--- src/hw/tmc_defs.svh ---
// Offsets, field positions, reset values and constants of the mode configuration block.
`ifndef TMC_DEFS_SVH
`define TMC_DEFS_SVH
// Register index of the mode settings; its byte address is four times the index.
`define TMC_IDX_MODE         8'h11
`define TMC_ADDR_MODE        8'h44
`define TMC_ADDR_EVT_STATUS  8'h80
`define TMC_ADDR_EVT_MASK    8'h84
`define TMC_RESET_MODE       8'h3b
`define TMC_BIT_ORDER        7
`define TMC_BIT_SYNC         6
`define TMC_BIT_TX_WAIT      5
`define TMC_BIT_RX_WAIT      4
`define TMC_BIT_POLARITY     3
`define TMC_BIT_MDET_OFF     2
`define TMC_SYNC_BYTE        8'hf0
`define TMC_PRESET_0         16'h0000
`define TMC_PRESET_1         16'h6363
`define TMC_PRESET_2         16'ha671
`define TMC_PRESET_3         16'hffff
`define TMC_RESP_OKAY        2'b00
`define TMC_RESP_SLVERR      2'b10
`endif

--- src/hw/tmc_pkg.sv ---
// Types shared by the mode configuration block.
package tmc_pkg;
	typedef enum logic [1:0] {
		TMC_CRC_ZERO = 2'h0,
		TMC_CRC_6363 = 2'h1,
		TMC_CRC_A671 = 2'h2,
		TMC_CRC_FFFF = 2'h3
	} tmc_preset_t;
	typedef enum logic [2:0] {
		TMC_SYNC_OFF  = 3'b001,
		TMC_SYNC_HUNT = 3'b010,
		TMC_SYNC_OPEN = 3'b100
	} tmc_sync_t;
endpackage : tmc_pkg

--- src/hw/tmc_crc_select.sv ---
// Picks the CRC start value and bit order used by the CRC co-processor.
`timescale 1ns/100ps
`include "tmc_defs.svh"
module tmc_crc_select (
	// Configuration.
	input  wire logic [1:0]  preset_select,
	input  wire logic        bit_order_flag,
	// Context from the transceiver.
	input  wire logic        rf_active,
	input  wire logic        proto_msb_first,
	input  wire logic [15:0] proto_preset,
	// Result.
	output logic      [15:0] crc_preset,
	output logic             crc_msb_first
);
	// Standalone presets; communication uses protocol-defined values instead.
	wire [15:0] table_value = (tmc_pkg::tmc_preset_t'(preset_select) == tmc_pkg::TMC_CRC_ZERO) ?
		`TMC_PRESET_0 :
		(tmc_pkg::tmc_preset_t'(preset_select) == tmc_pkg::TMC_CRC_6363) ? `TMC_PRESET_1 :
		(tmc_pkg::tmc_preset_t'(preset_select) == tmc_pkg::TMC_CRC_A671) ? `TMC_PRESET_2 :
		`TMC_PRESET_3;
	assign crc_preset    = rf_active ? proto_preset : table_value;
	assign crc_msb_first = rf_active ? proto_msb_first : bit_order_flag;
endmodule : tmc_crc_select

--- src/hw/tmc_mode_config.sv ---
// General mode settings register of the contactless transceiver with AXI4-Lite access.
//
// How it works
// With the bit-order flag set the CRC runs MSB first and both result bytes come out reversed.
// During RF communication the protocol sets the CRC bit order and the flag is ignored.
// With sync detect set the UART receiver waits for F0h and F0h is sent ahead of each frame; the code does this only while mode_106k_active is high.
// Software keeps sync detect at zero except for 106 kbit NFCIP-1 data exchange.
// With transmit-wait set the transmitter starts as reader or initiator only with own field on.
// With receive-wait set the receive-wait counter starts as target or card only in a field.
// The polarity flag makes the envelope pin active high when 1 and active low when 0.
// A write that changes the polarity flag raises the envelope activity event.
// The internal envelope signal is always active low.
// The mode-detector-off flag disables the internal mode detector.
// The mode detector runs only while the automatic anticollision command executes.
// The preset field picks 0000, 6363, A671 or FFFF for the standalone CRC command.
// During communication the preset comes from the transmit and receive mode settings.
// The register sits at 11h, resets to 3Bh and all bits are read and write.
// A read returns all eight last-written bits and has no side effect.
//
// Register map: mode settings is register 11h at byte address 44h, event status sits at 80h
// and event mask at 84h. Each register takes one aligned word; unused bits read as zero.
// Only byte lane 0 carries register bits, so a write without its strobe changes nothing.
// Unmapped addresses answer SLVERR and change nothing.
//
// Limitations: a start request that meets a closed field gate is dropped, not held, so the
// transceiver asks again once the field is there. The sync hunt restarts on every frame
// start seen while the receiver is open.
//
// Our own choice: the AXI4-Lite slave port.
`timescale 1ns/100ps
`include "tmc_defs.svh"
module tmc_mode_config (
	// Clock and reset.
	input  wire logic        aclk,
	input  wire logic        aresetn,
	// AXI4-Lite write address and data.
	input  wire logic [7:0]  s_axi_awaddr,
	input  wire logic        s_axi_awvalid,
	output logic             s_axi_awready,
	input  wire logic [31:0] s_axi_wdata,
	input  wire logic [3:0]  s_axi_wstrb,
	input  wire logic        s_axi_wvalid,
	output logic             s_axi_wready,
	// AXI4-Lite write response.
	output logic [1:0]       s_axi_bresp,
	output logic             s_axi_bvalid,
	input  wire logic        s_axi_bready,
	// AXI4-Lite read.
	input  wire logic [7:0]  s_axi_araddr,
	input  wire logic        s_axi_arvalid,
	output logic             s_axi_arready,
	output logic [31:0]      s_axi_rdata,
	output logic [1:0]       s_axi_rresp,
	output logic             s_axi_rvalid,
	input  wire logic        s_axi_rready,
	// Interrupt.
	output logic             irq,
	// Transceiver context.
	input  wire logic        rf_active,
	input  wire logic        proto_msb_first,
	input  wire logic [15:0] proto_preset,
	input  wire logic        mode_106k_active,
	input  wire logic        reader_or_initiator,
	input  wire logic        target_or_card,
	input  wire logic        own_field_on,
	input  wire logic        external_field_seen,
	input  wire logic        tx_start_request,
	input  wire logic        rx_wait_start_request,
	input  wire logic        anticollision_running,
	// Contactless UART byte stream.
	input  wire logic [7:0]  rx_byte,
	input  wire logic        rx_byte_valid,
	input  wire logic        frame_start,
	// External envelope pin.
	input  wire logic        envelope_input_pin,
	// Controls to the transceiver.
	output logic [15:0]      crc_preset,
	output logic             crc_msb_first,
	output logic             crc_result_reverse,
	output logic             rx_enable,
	output logic             send_sync_byte,
	output logic             tx_start,
	output logic             rx_wait_start,
	output logic             mode_detector_enable,
	output logic             envelope_internal_n,
	output logic [7:0]       mode_settings
);
	//------------------------------------------------------------------
	// Register state
	//------------------------------------------------------------------
	logic [7:0]  general_mode_settings;
	// One event source, envelope activity, kept in bit 0 of status and mask.
	logic        evt_status;
	logic        evt_mask;
	tmc_pkg::tmc_sync_t sync_state;
	logic        aw_held;
	logic        w_held;
	logic [7:0]  aw_addr;
	logic [31:0] w_data;
	logic [3:0]  w_strb;

	// Aligned word compare used by both address paths.
	function automatic logic addr_is(input logic [7:0] addr, input logic [7:0] offs);
		addr_is = (addr[7:2] == offs[7:2]);
	endfunction : addr_is

	//------------------------------------------------------------------
	// Write path
	//------------------------------------------------------------------
	// Write commits once both address and data are held and no response waits.
	wire        do_write   = aw_held && w_held && !s_axi_bvalid;
	wire        wr_mode    = addr_is(aw_addr, `TMC_ADDR_MODE);
	wire        wr_status  = addr_is(aw_addr, `TMC_ADDR_EVT_STATUS);
	wire        wr_mask    = addr_is(aw_addr, `TMC_ADDR_EVT_MASK);
	wire        wr_hit     = wr_mode || wr_status || wr_mask;
	wire        mode_we    = do_write && wr_mode && w_strb[0];
	wire [7:0]  next_mode  = mode_we ? w_data[7:0] : general_mode_settings;
	wire        pol_change = mode_we &&
		(w_data[`TMC_BIT_POLARITY] != general_mode_settings[`TMC_BIT_POLARITY]);
	wire        clr_evt    = do_write && wr_status && w_strb[0] && w_data[0];
	// Mask writes take bit 0 only; the other bits of the word are ignored.
	wire        mask_we    = do_write && wr_mask && w_strb[0];
	wire        next_mask  = mask_we ? w_data[0] : evt_mask;
	// A new event wins over a clear that lands in the same cycle.
	wire        next_status = pol_change || (evt_status && !clr_evt);

	// Address and data channels are taken independently, in either order.
	always_ff @(posedge aclk) begin
		if (!aresetn) begin
			aw_held <= 1'b0;
			w_held  <= 1'b0;
			aw_addr <= 8'h00;
			w_data  <= 32'h0000_0000;
			w_strb  <= 4'h0;
		end else begin
			if (s_axi_awvalid && s_axi_awready) begin
				aw_held <= 1'b1;
				aw_addr <= s_axi_awaddr;
			end else if (do_write) begin
				aw_held <= 1'b0;
			end
			if (s_axi_wvalid && s_axi_wready) begin
				w_held <= 1'b1;
				w_data <= s_axi_wdata;
				w_strb <= s_axi_wstrb;
			end else if (do_write) begin
				w_held <= 1'b0;
			end
		end
	end

	// Ready flags and write response.
	// A ready drops the cycle after its channel is taken, so each channel holds one item.
	always_ff @(posedge aclk) begin
		if (!aresetn) begin
			s_axi_awready <= 1'b0;
			s_axi_wready  <= 1'b0;
			s_axi_bvalid  <= 1'b0;
			s_axi_bresp   <= `TMC_RESP_OKAY;
		end else begin
			s_axi_awready <= !aw_held && !(s_axi_awvalid && s_axi_awready) && !s_axi_bvalid;
			s_axi_wready  <= !w_held && !(s_axi_wvalid && s_axi_wready) && !s_axi_bvalid;
			if (do_write) begin
				s_axi_bvalid <= 1'b1;
				s_axi_bresp  <= wr_hit ? `TMC_RESP_OKAY : `TMC_RESP_SLVERR;
			end else if (s_axi_bready) begin
				s_axi_bvalid <= 1'b0;
			end
		end
	end

	// Mode register, event status and mask; a new event wins over a clear.
	always_ff @(posedge aclk) begin
		if (!aresetn) begin
			general_mode_settings <= `TMC_RESET_MODE;
			evt_status            <= 1'b0;
			evt_mask              <= 1'b0;
		end else begin
			general_mode_settings <= next_mode;
			evt_status            <= next_status;
			evt_mask              <= next_mask;
		end
	end

	//------------------------------------------------------------------
	// Read path
	//------------------------------------------------------------------
	// Reads have no side effect on any state.
	wire        rd_mode   = addr_is(s_axi_araddr, `TMC_ADDR_MODE);
	wire        rd_status = addr_is(s_axi_araddr, `TMC_ADDR_EVT_STATUS);
	wire        rd_mask   = addr_is(s_axi_araddr, `TMC_ADDR_EVT_MASK);
	wire        rd_hit    = rd_mode || rd_status || rd_mask;
	// Status and mask hold one bit each, in bit 0.
	wire [31:0] rd_value  = rd_mode   ? {24'h000000, general_mode_settings} :
		rd_status ? {31'h0, evt_status} :
		rd_mask   ? {31'h0, evt_mask} : 32'h0000_0000;

	// One read at a time; answer one cycle after the address is taken.
	// A refused read still answers, with SLVERR and zero data.
	always_ff @(posedge aclk) begin
		if (!aresetn) begin
			s_axi_arready <= 1'b0;
			s_axi_rvalid  <= 1'b0;
			s_axi_rdata   <= 32'h0000_0000;
			s_axi_rresp   <= `TMC_RESP_OKAY;
		end else begin
			s_axi_arready <= !s_axi_rvalid && !(s_axi_arvalid && s_axi_arready);
			if (s_axi_arvalid && s_axi_arready) begin
				s_axi_rvalid <= 1'b1;
				s_axi_rdata  <= rd_value;
				s_axi_rresp  <= rd_hit ? `TMC_RESP_OKAY : `TMC_RESP_SLVERR;
			end else if (s_axi_rready) begin
				s_axi_rvalid <= 1'b0;
			end
		end
	end

	//------------------------------------------------------------------
	// Contactless UART sync handling
	//------------------------------------------------------------------
	wire sync_on = general_mode_settings[`TMC_BIT_SYNC] && mode_106k_active;
	tmc_pkg::tmc_sync_t next_sync;

	// Receiver is held off after each frame start until F0h arrives.
	// Dropping sync or leaving the 106 kbit mode returns at once to the idle state,
	// so a stale hunt never blocks the receiver in another mode.
	always_comb begin
		next_sync = sync_state;
		case (sync_state)
			tmc_pkg::TMC_SYNC_OFF: begin
				if (sync_on) begin
					next_sync = tmc_pkg::TMC_SYNC_HUNT;
				end
			end
			tmc_pkg::TMC_SYNC_HUNT: begin
				if (!sync_on) begin
					next_sync = tmc_pkg::TMC_SYNC_OFF;
				end else if (rx_byte_valid && rx_byte == `TMC_SYNC_BYTE) begin
					next_sync = tmc_pkg::TMC_SYNC_OPEN;
				end
			end
			tmc_pkg::TMC_SYNC_OPEN: begin
				if (!sync_on) begin
					next_sync = tmc_pkg::TMC_SYNC_OFF;
				end else if (frame_start) begin
					next_sync = tmc_pkg::TMC_SYNC_HUNT;
				end
			end
			default: begin
				next_sync = tmc_pkg::TMC_SYNC_OFF;
			end
		endcase
	end

	always_ff @(posedge aclk) begin
		if (!aresetn) begin
			sync_state <= tmc_pkg::TMC_SYNC_OFF;
		end else begin
			sync_state <= next_sync;
		end
	end

	//------------------------------------------------------------------
	// CRC configuration
	//------------------------------------------------------------------
	logic [15:0] next_crc_preset;
	logic        next_crc_msb;

	// Preset and bit order are resolved in a small selector ahead of the output stage.
	tmc_crc_select u_crc_select (
		.preset_select   (general_mode_settings[1:0]),
		.bit_order_flag  (general_mode_settings[`TMC_BIT_ORDER]),
		.rf_active       (rf_active),
		.proto_msb_first (proto_msb_first),
		.proto_preset    (proto_preset),
		.crc_preset      (next_crc_preset),
		.crc_msb_first   (next_crc_msb)
	);

	//------------------------------------------------------------------
	// Field gating, mode detector and envelope
	//------------------------------------------------------------------
	// Both gates test the level inputs in the cycle of the request.
	// A request that meets a closed gate is dropped; the transceiver must ask again.
	wire tx_blocked = general_mode_settings[`TMC_BIT_TX_WAIT] && reader_or_initiator &&
		!own_field_on;
	wire rx_blocked = general_mode_settings[`TMC_BIT_RX_WAIT] && target_or_card &&
		!external_field_seen;
	// The detector runs only inside the anticollision command and never when disabled.
	wire mdet_on    = anticollision_running &&
		!general_mode_settings[`TMC_BIT_MDET_OFF];
	// Active-high pin passes inverted, active-low pin passes straight.
	wire env_n      = general_mode_settings[`TMC_BIT_POLARITY] ?
		!envelope_input_pin : envelope_input_pin;

	//------------------------------------------------------------------
	// Next values of the transceiver controls
	//------------------------------------------------------------------
	// The receiver stays off only while a sync byte is being hunted.
	wire next_rx_enable = (next_sync != tmc_pkg::TMC_SYNC_HUNT);
	// Framing is asked to send F0h ahead of each frame while sync is on.
	wire next_send_sync = sync_on;
	// Start requests pass unless the field gate holds them back.
	wire next_tx_start  = tx_start_request && !tx_blocked;
	wire next_rx_wait   = rx_wait_start_request && !rx_blocked;
	// The interrupt follows next status and mask so it never lags either.
	wire next_irq       = next_status && next_mask;

	// CRC controls follow the selector one cycle later.
	always_ff @(posedge aclk) begin
		if (!aresetn) begin
			crc_preset         <= `TMC_PRESET_0;
			crc_msb_first      <= 1'b0;
			crc_result_reverse <= 1'b0;
		end else begin
			crc_preset         <= next_crc_preset;
			crc_msb_first      <= next_crc_msb;
			crc_result_reverse <= next_crc_msb;
		end
	end

	// Receiver, transmitter, detector, envelope, copy and interrupt outputs.
	always_ff @(posedge aclk) begin
		if (!aresetn) begin
			rx_enable            <= 1'b1;
			send_sync_byte       <= 1'b0;
			tx_start             <= 1'b0;
			rx_wait_start        <= 1'b0;
			mode_detector_enable <= 1'b0;
			envelope_internal_n  <= 1'b1;
			mode_settings        <= `TMC_RESET_MODE;
			irq                  <= 1'b0;
		end else begin
			rx_enable            <= next_rx_enable;
			send_sync_byte       <= next_send_sync;
			tx_start             <= next_tx_start;
			rx_wait_start        <= next_rx_wait;
			mode_detector_enable <= mdet_on;
			envelope_internal_n  <= env_n;
			mode_settings        <= next_mode;
			irq                  <= next_irq;
		end
	end
endmodule : tmc_mode_config

--- config.mk ---
export PLATFORM = sky130hd
export DESIGN_NAME = tmc_mode_config
export DESIGN_NICKNAME = d
export VERILOG_FILES = /design/src/hw/tmc_pkg.sv /design/src/hw/tmc_crc_select.sv /design/src/hw/tmc_mode_config.sv
export VERILOG_INCLUDE_DIRS = /design/src /design/src/hw
export SDC_FILE = /design/constraint.sdc
export NUM_CORES = 1
export LEC_CHECK = 0
export BUFFER_PORTS_ARGS = -buffer_cell sky130_fd_sc_hd__buf_2
export CAP_MARGIN = 25
export CELL_PAD_IN_SITES_DETAIL_PLACEMENT = 1
export CELL_PAD_IN_SITES_GLOBAL_PLACEMENT = 1
export CORE_ASPECT_RATIO = 1.25
export CORE_MARGIN = 2
export CORE_UTILIZATION = 32
export CTS_CLUSTER_SIZE = 8
export DETAILED_ROUTE_END_ITERATION = 10
export PLACE_DENSITY = 0.85
export SYNTH_ARGS = -nofsm -noshare
export SYNTH_HDL_FRONTEND = slang
export SYNTH_HIERARCHICAL = 1
export SYNTH_SLANG_ARGS = --single-unit
--- constraint.sdc ---
create_clock -name aclk -period 5.3 [get_ports aclk]
set_clock_uncertainty 0.05 [all_clocks]
set_input_delay 0.795 -clock aclk [delete_from_list [all_inputs] [get_ports aclk]]
set_output_delay 0.795 -clock aclk [all_outputs]
set_load 0.05 [all_outputs]
==> results_dict.tcl <==
set metrics [dict create \
    clock_sink_count 69 \
    cts_setup_buffers 0 \
    post_synthesis_sequential_area_ratio_pct 48.78 \
    clkSlewWorstSetupHoldPaths_ns 0.07 \
    grt_max_degree 60 \
    initial_core_util_pct 32.72 \
    cts_resized 0 \
    multiInputGateArea_um2 1235 \
    worst_ep_required_time_ns 4.45 \
    hold_viol 0 \
    later_pin_clock_latency_in_the_skew_report_ns 0.34 \
    report.final.slew_viol_count 0 \
    layout.cells.most_common "sky130_fd_sc_hd__buf_2" \
    gp_congestion 0.6948 \
    status "complete, no violations" \
    grt.total_usage_pct 14.37 \
    cpLargestDelayFamily "flip-flops" \
    syn-cell-area_um2 2831 \
    place_ws_ns 3.036 \
    cts_inserted_buffers 9 \
    synth_top_family_by_area "simple AND/OR/NAND/NOR gates" \
    syn_avg_cell_area_um2 9.075 \
    synth_area_in_compound_gates_pct 11.49 \
    cts_max_path_buffers 2 \
    setup-violations-final 0 \
    vias_in_the_first_global_route 2293 \
    timing.critical_path.arrival_ns 1.22 \
    seqCellArea_um2 1381 \
    synth_simple_gate_area_share_pct 23.82 \
    path_class "flop to primary output" \
    diodes 0 \
    worst_r2r_startpoint "aw_addr[5]$_SDFFE_PN0P_" \
    detailedPlacementHpwl_mm 5.311 \
    num-nets-final 517 \
    cts_hold_buffers 0 \
    finalCritPeriodShare_pct 38.94 \
    layout_min_cycle_time_ns 2.064 \
    ys_warn_count 6 \
    mean_routed_wirelength_per_cell_um 12.74 \
    fin_tns_setup_ns 0 \
    drive_above_1_share_pct 30.82 \
    number_of_top_level_design_ports 170 \
    vdd_ir_drop_max_mv 0.1397 \
    critical_path.startpoint "mode_settings[0]$_SDFFE_PN1P_" \
    timing.hold.worst.class "flop to flop" \
    yosysUniqueCellTypes 39 \
    worst-path-max-fanout 6 \
    std_cell_rows 38 \
    cts_tree "built" \
    io_buffers 112 \
    post_synth_fa_ha_maj_area_fraction_pct 0 \
    worst_setup_path_end_kind "primary output" \
    routed_via_density 4.350 \
    post_dp_cell_area_um2 3379 \
    ys_ff_latch 69 \
    parity_gate_share_of_the_synthesized_area_counting_xor_and_xnor_cells_pct 0.9280 \
    die_w_um 88.14 \
    power_density_nw_per_um2 314.6 \
    floorplan.die.height_um 109.2 \
    cellLeakagePower_nw 1.649 \
    global_route.overflow_total 0 \
    synthCells 312 \
    synth_flop_cell "sky130_fd_sc_hd__dfxtp_1" \
    synth.area.mux_share_pct 3.933 \
    hold-worst-slack_ns 0.3925 \
    grt_pass1_wl_mm 10.54 \
    cpMaxStageDelayCell "sky130_fd_sc_hd__dfxtp_1" \
    grt_antenna_before_repair 0 \
    finish.utilization_pct 41.11 \
    timing.max_slew.rel_slack_pct 43.24 \
    layout_setup_ws_ns 3.236 \
    routed-via-count 2371 \
    async_flop_share_pct 0 \
    ant_nets 0 \
    startpoint_type "flop" \
    synthToLayoutAreaGrowth_pct 25.63 \
    layout.filler_cells 1097 \
    cts_root_buf "sky130_fd_sc_hd__clkbuf_8" \
    rsz0062_at_grt "false" \
    cap_violations 0 \
    core_um2 8653 \
    timing.critical_path.cells "buf_2" \
    postRouteWirelength_mm 6.946 \
    mostFrequentLayoutCells "112 x sky130_fd_sc_hd__buf_2, 69 x sky130_fd_sc_hd__dfxtp_1, 65 x sky130_fd_sc_hd__nand2_1" \
    die-area_um2 9622 \
    timing.critical_path.buf_inv 1 \
    ctsHtreeMaxLevel 3 \
    critical_path_max_stage_delay_ns 0.54 \
    synth_enable_flop_cells 0 \
    firstDrtPassIters 4 \
    tightestPinTransition_ns 0.8514 \
    worst_hold_startpoint "s_axi_rvalid$_SDFFE_PN0P_" \
    drt_drc_violations_left 0 \
    drt_first_iter_violations 51 \
    final_design_area_no_fill_um2 3557 \
    achievable-frequency_mhz 484.5 \
]
## final timing paths
| check | end | slack, ns | depth (start not counted) |
|---|---|---|---|
| setup / recovery | mode_settings[0] | 3.24 | 1 |
| hold / removal | s_axi_arready$_SDFF_PN0_ | 0.39 | 1 |
| setup reg to reg | evt_status$_SDFF_PN0_ | 3.49 | 4 |
| hold reg to reg | s_axi_arready$_SDFF_PN0_ | 0.39 | 1 |
## cell usage after synthesis (5+ instances only)
cell type | n | area (um2)
sky130_fd_sc_hd__a21oi_1 | 8 | 40.04
sky130_fd_sc_hd__a22o_1 | 8 | 70.07
sky130_fd_sc_hd__nand3b_1 | 5 | 37.54
sky130_fd_sc_hd__nand3_1 | 6 | 30.03
sky130_fd_sc_hd__clkbuf_1 | 10 | 37.54
sky130_fd_sc_hd__nand2b_1 | 5 | 31.28
sky130_fd_sc_hd__and2_1 | 22 | 137.6
sky130_fd_sc_hd__inv_1 | 12 | 45.04
sky130_fd_sc_hd__dfxtp_1 | 69 | 1381
sky130_fd_sc_hd__nand2_1 | 65 | 244.0
sky130_fd_sc_hd__a21boi_0 | 20 | 150.1
sky130_fd_sc_hd__o21ai_0 | 6 | 30.03
sky130_fd_sc_hd__mux2i_1 | 10 | 100.1
sky130_fd_sc_hd__buf_4 | 28 | 210.2
## kinds of logic after synthesis
logic type	Yosys count
other	1
xor gates and xnor gates	3
AOI/OAI and AO/OA	47
DFF	69
buffers and inverters	52
muxes	11
and+or+nand+nor	129
## sequential cells by signal, summed over array words and instances (netlist names), 3 cells and up
register,count
w_data,8
aw_addr,6
mode_settings,8
crc_preset,16
sync_state,3
s_axi_rdata,8
## power by group
part | internal, W | leakage (nW) | switching (W)
combinational | 0.0000474 | 0.991 | 0.000132
clock | 0.000206 | 0.0926 | 0.000184
sequential | 0.000539 | 0.566 | 0.0000102
## routing by layer
metal / vias to the layer above / GRT usage [%] / wire length [um]
met4: 0 / 5.844 / 100
met5: - / 0 / 0
met3: 10 / 4.164 / 467
met2: 88 / 25.60 / 3567
li1: 1195 / - / -
met1: 1078 / 15.83 / 2811
## final cells by class
class | count | area share [%]
flip-flops and latches | 69 | 38.83
multi-input cells | 216 | 34.72
repair buffers | 113 | 15.97
clock buffers | 14 | 4.854
well taps | 120 | 4.221
inverters | 12 | 1.266
clock inverters | 1 | 0.1407
## stage by stage
| step | cells | power [W] |
|---|---|---|
| floorplan | 337 | 0.0007089 |
| global placement | 530 | 0.0007373 |
| detailed placement | 530 | 0.0007428 |
| CTS | 545 | 0.001138 |
| global route | 545 | 0.001171 |
| finish | 545 | 0.001119 |
No activity file was read; power rests on OpenSTA's default activity.
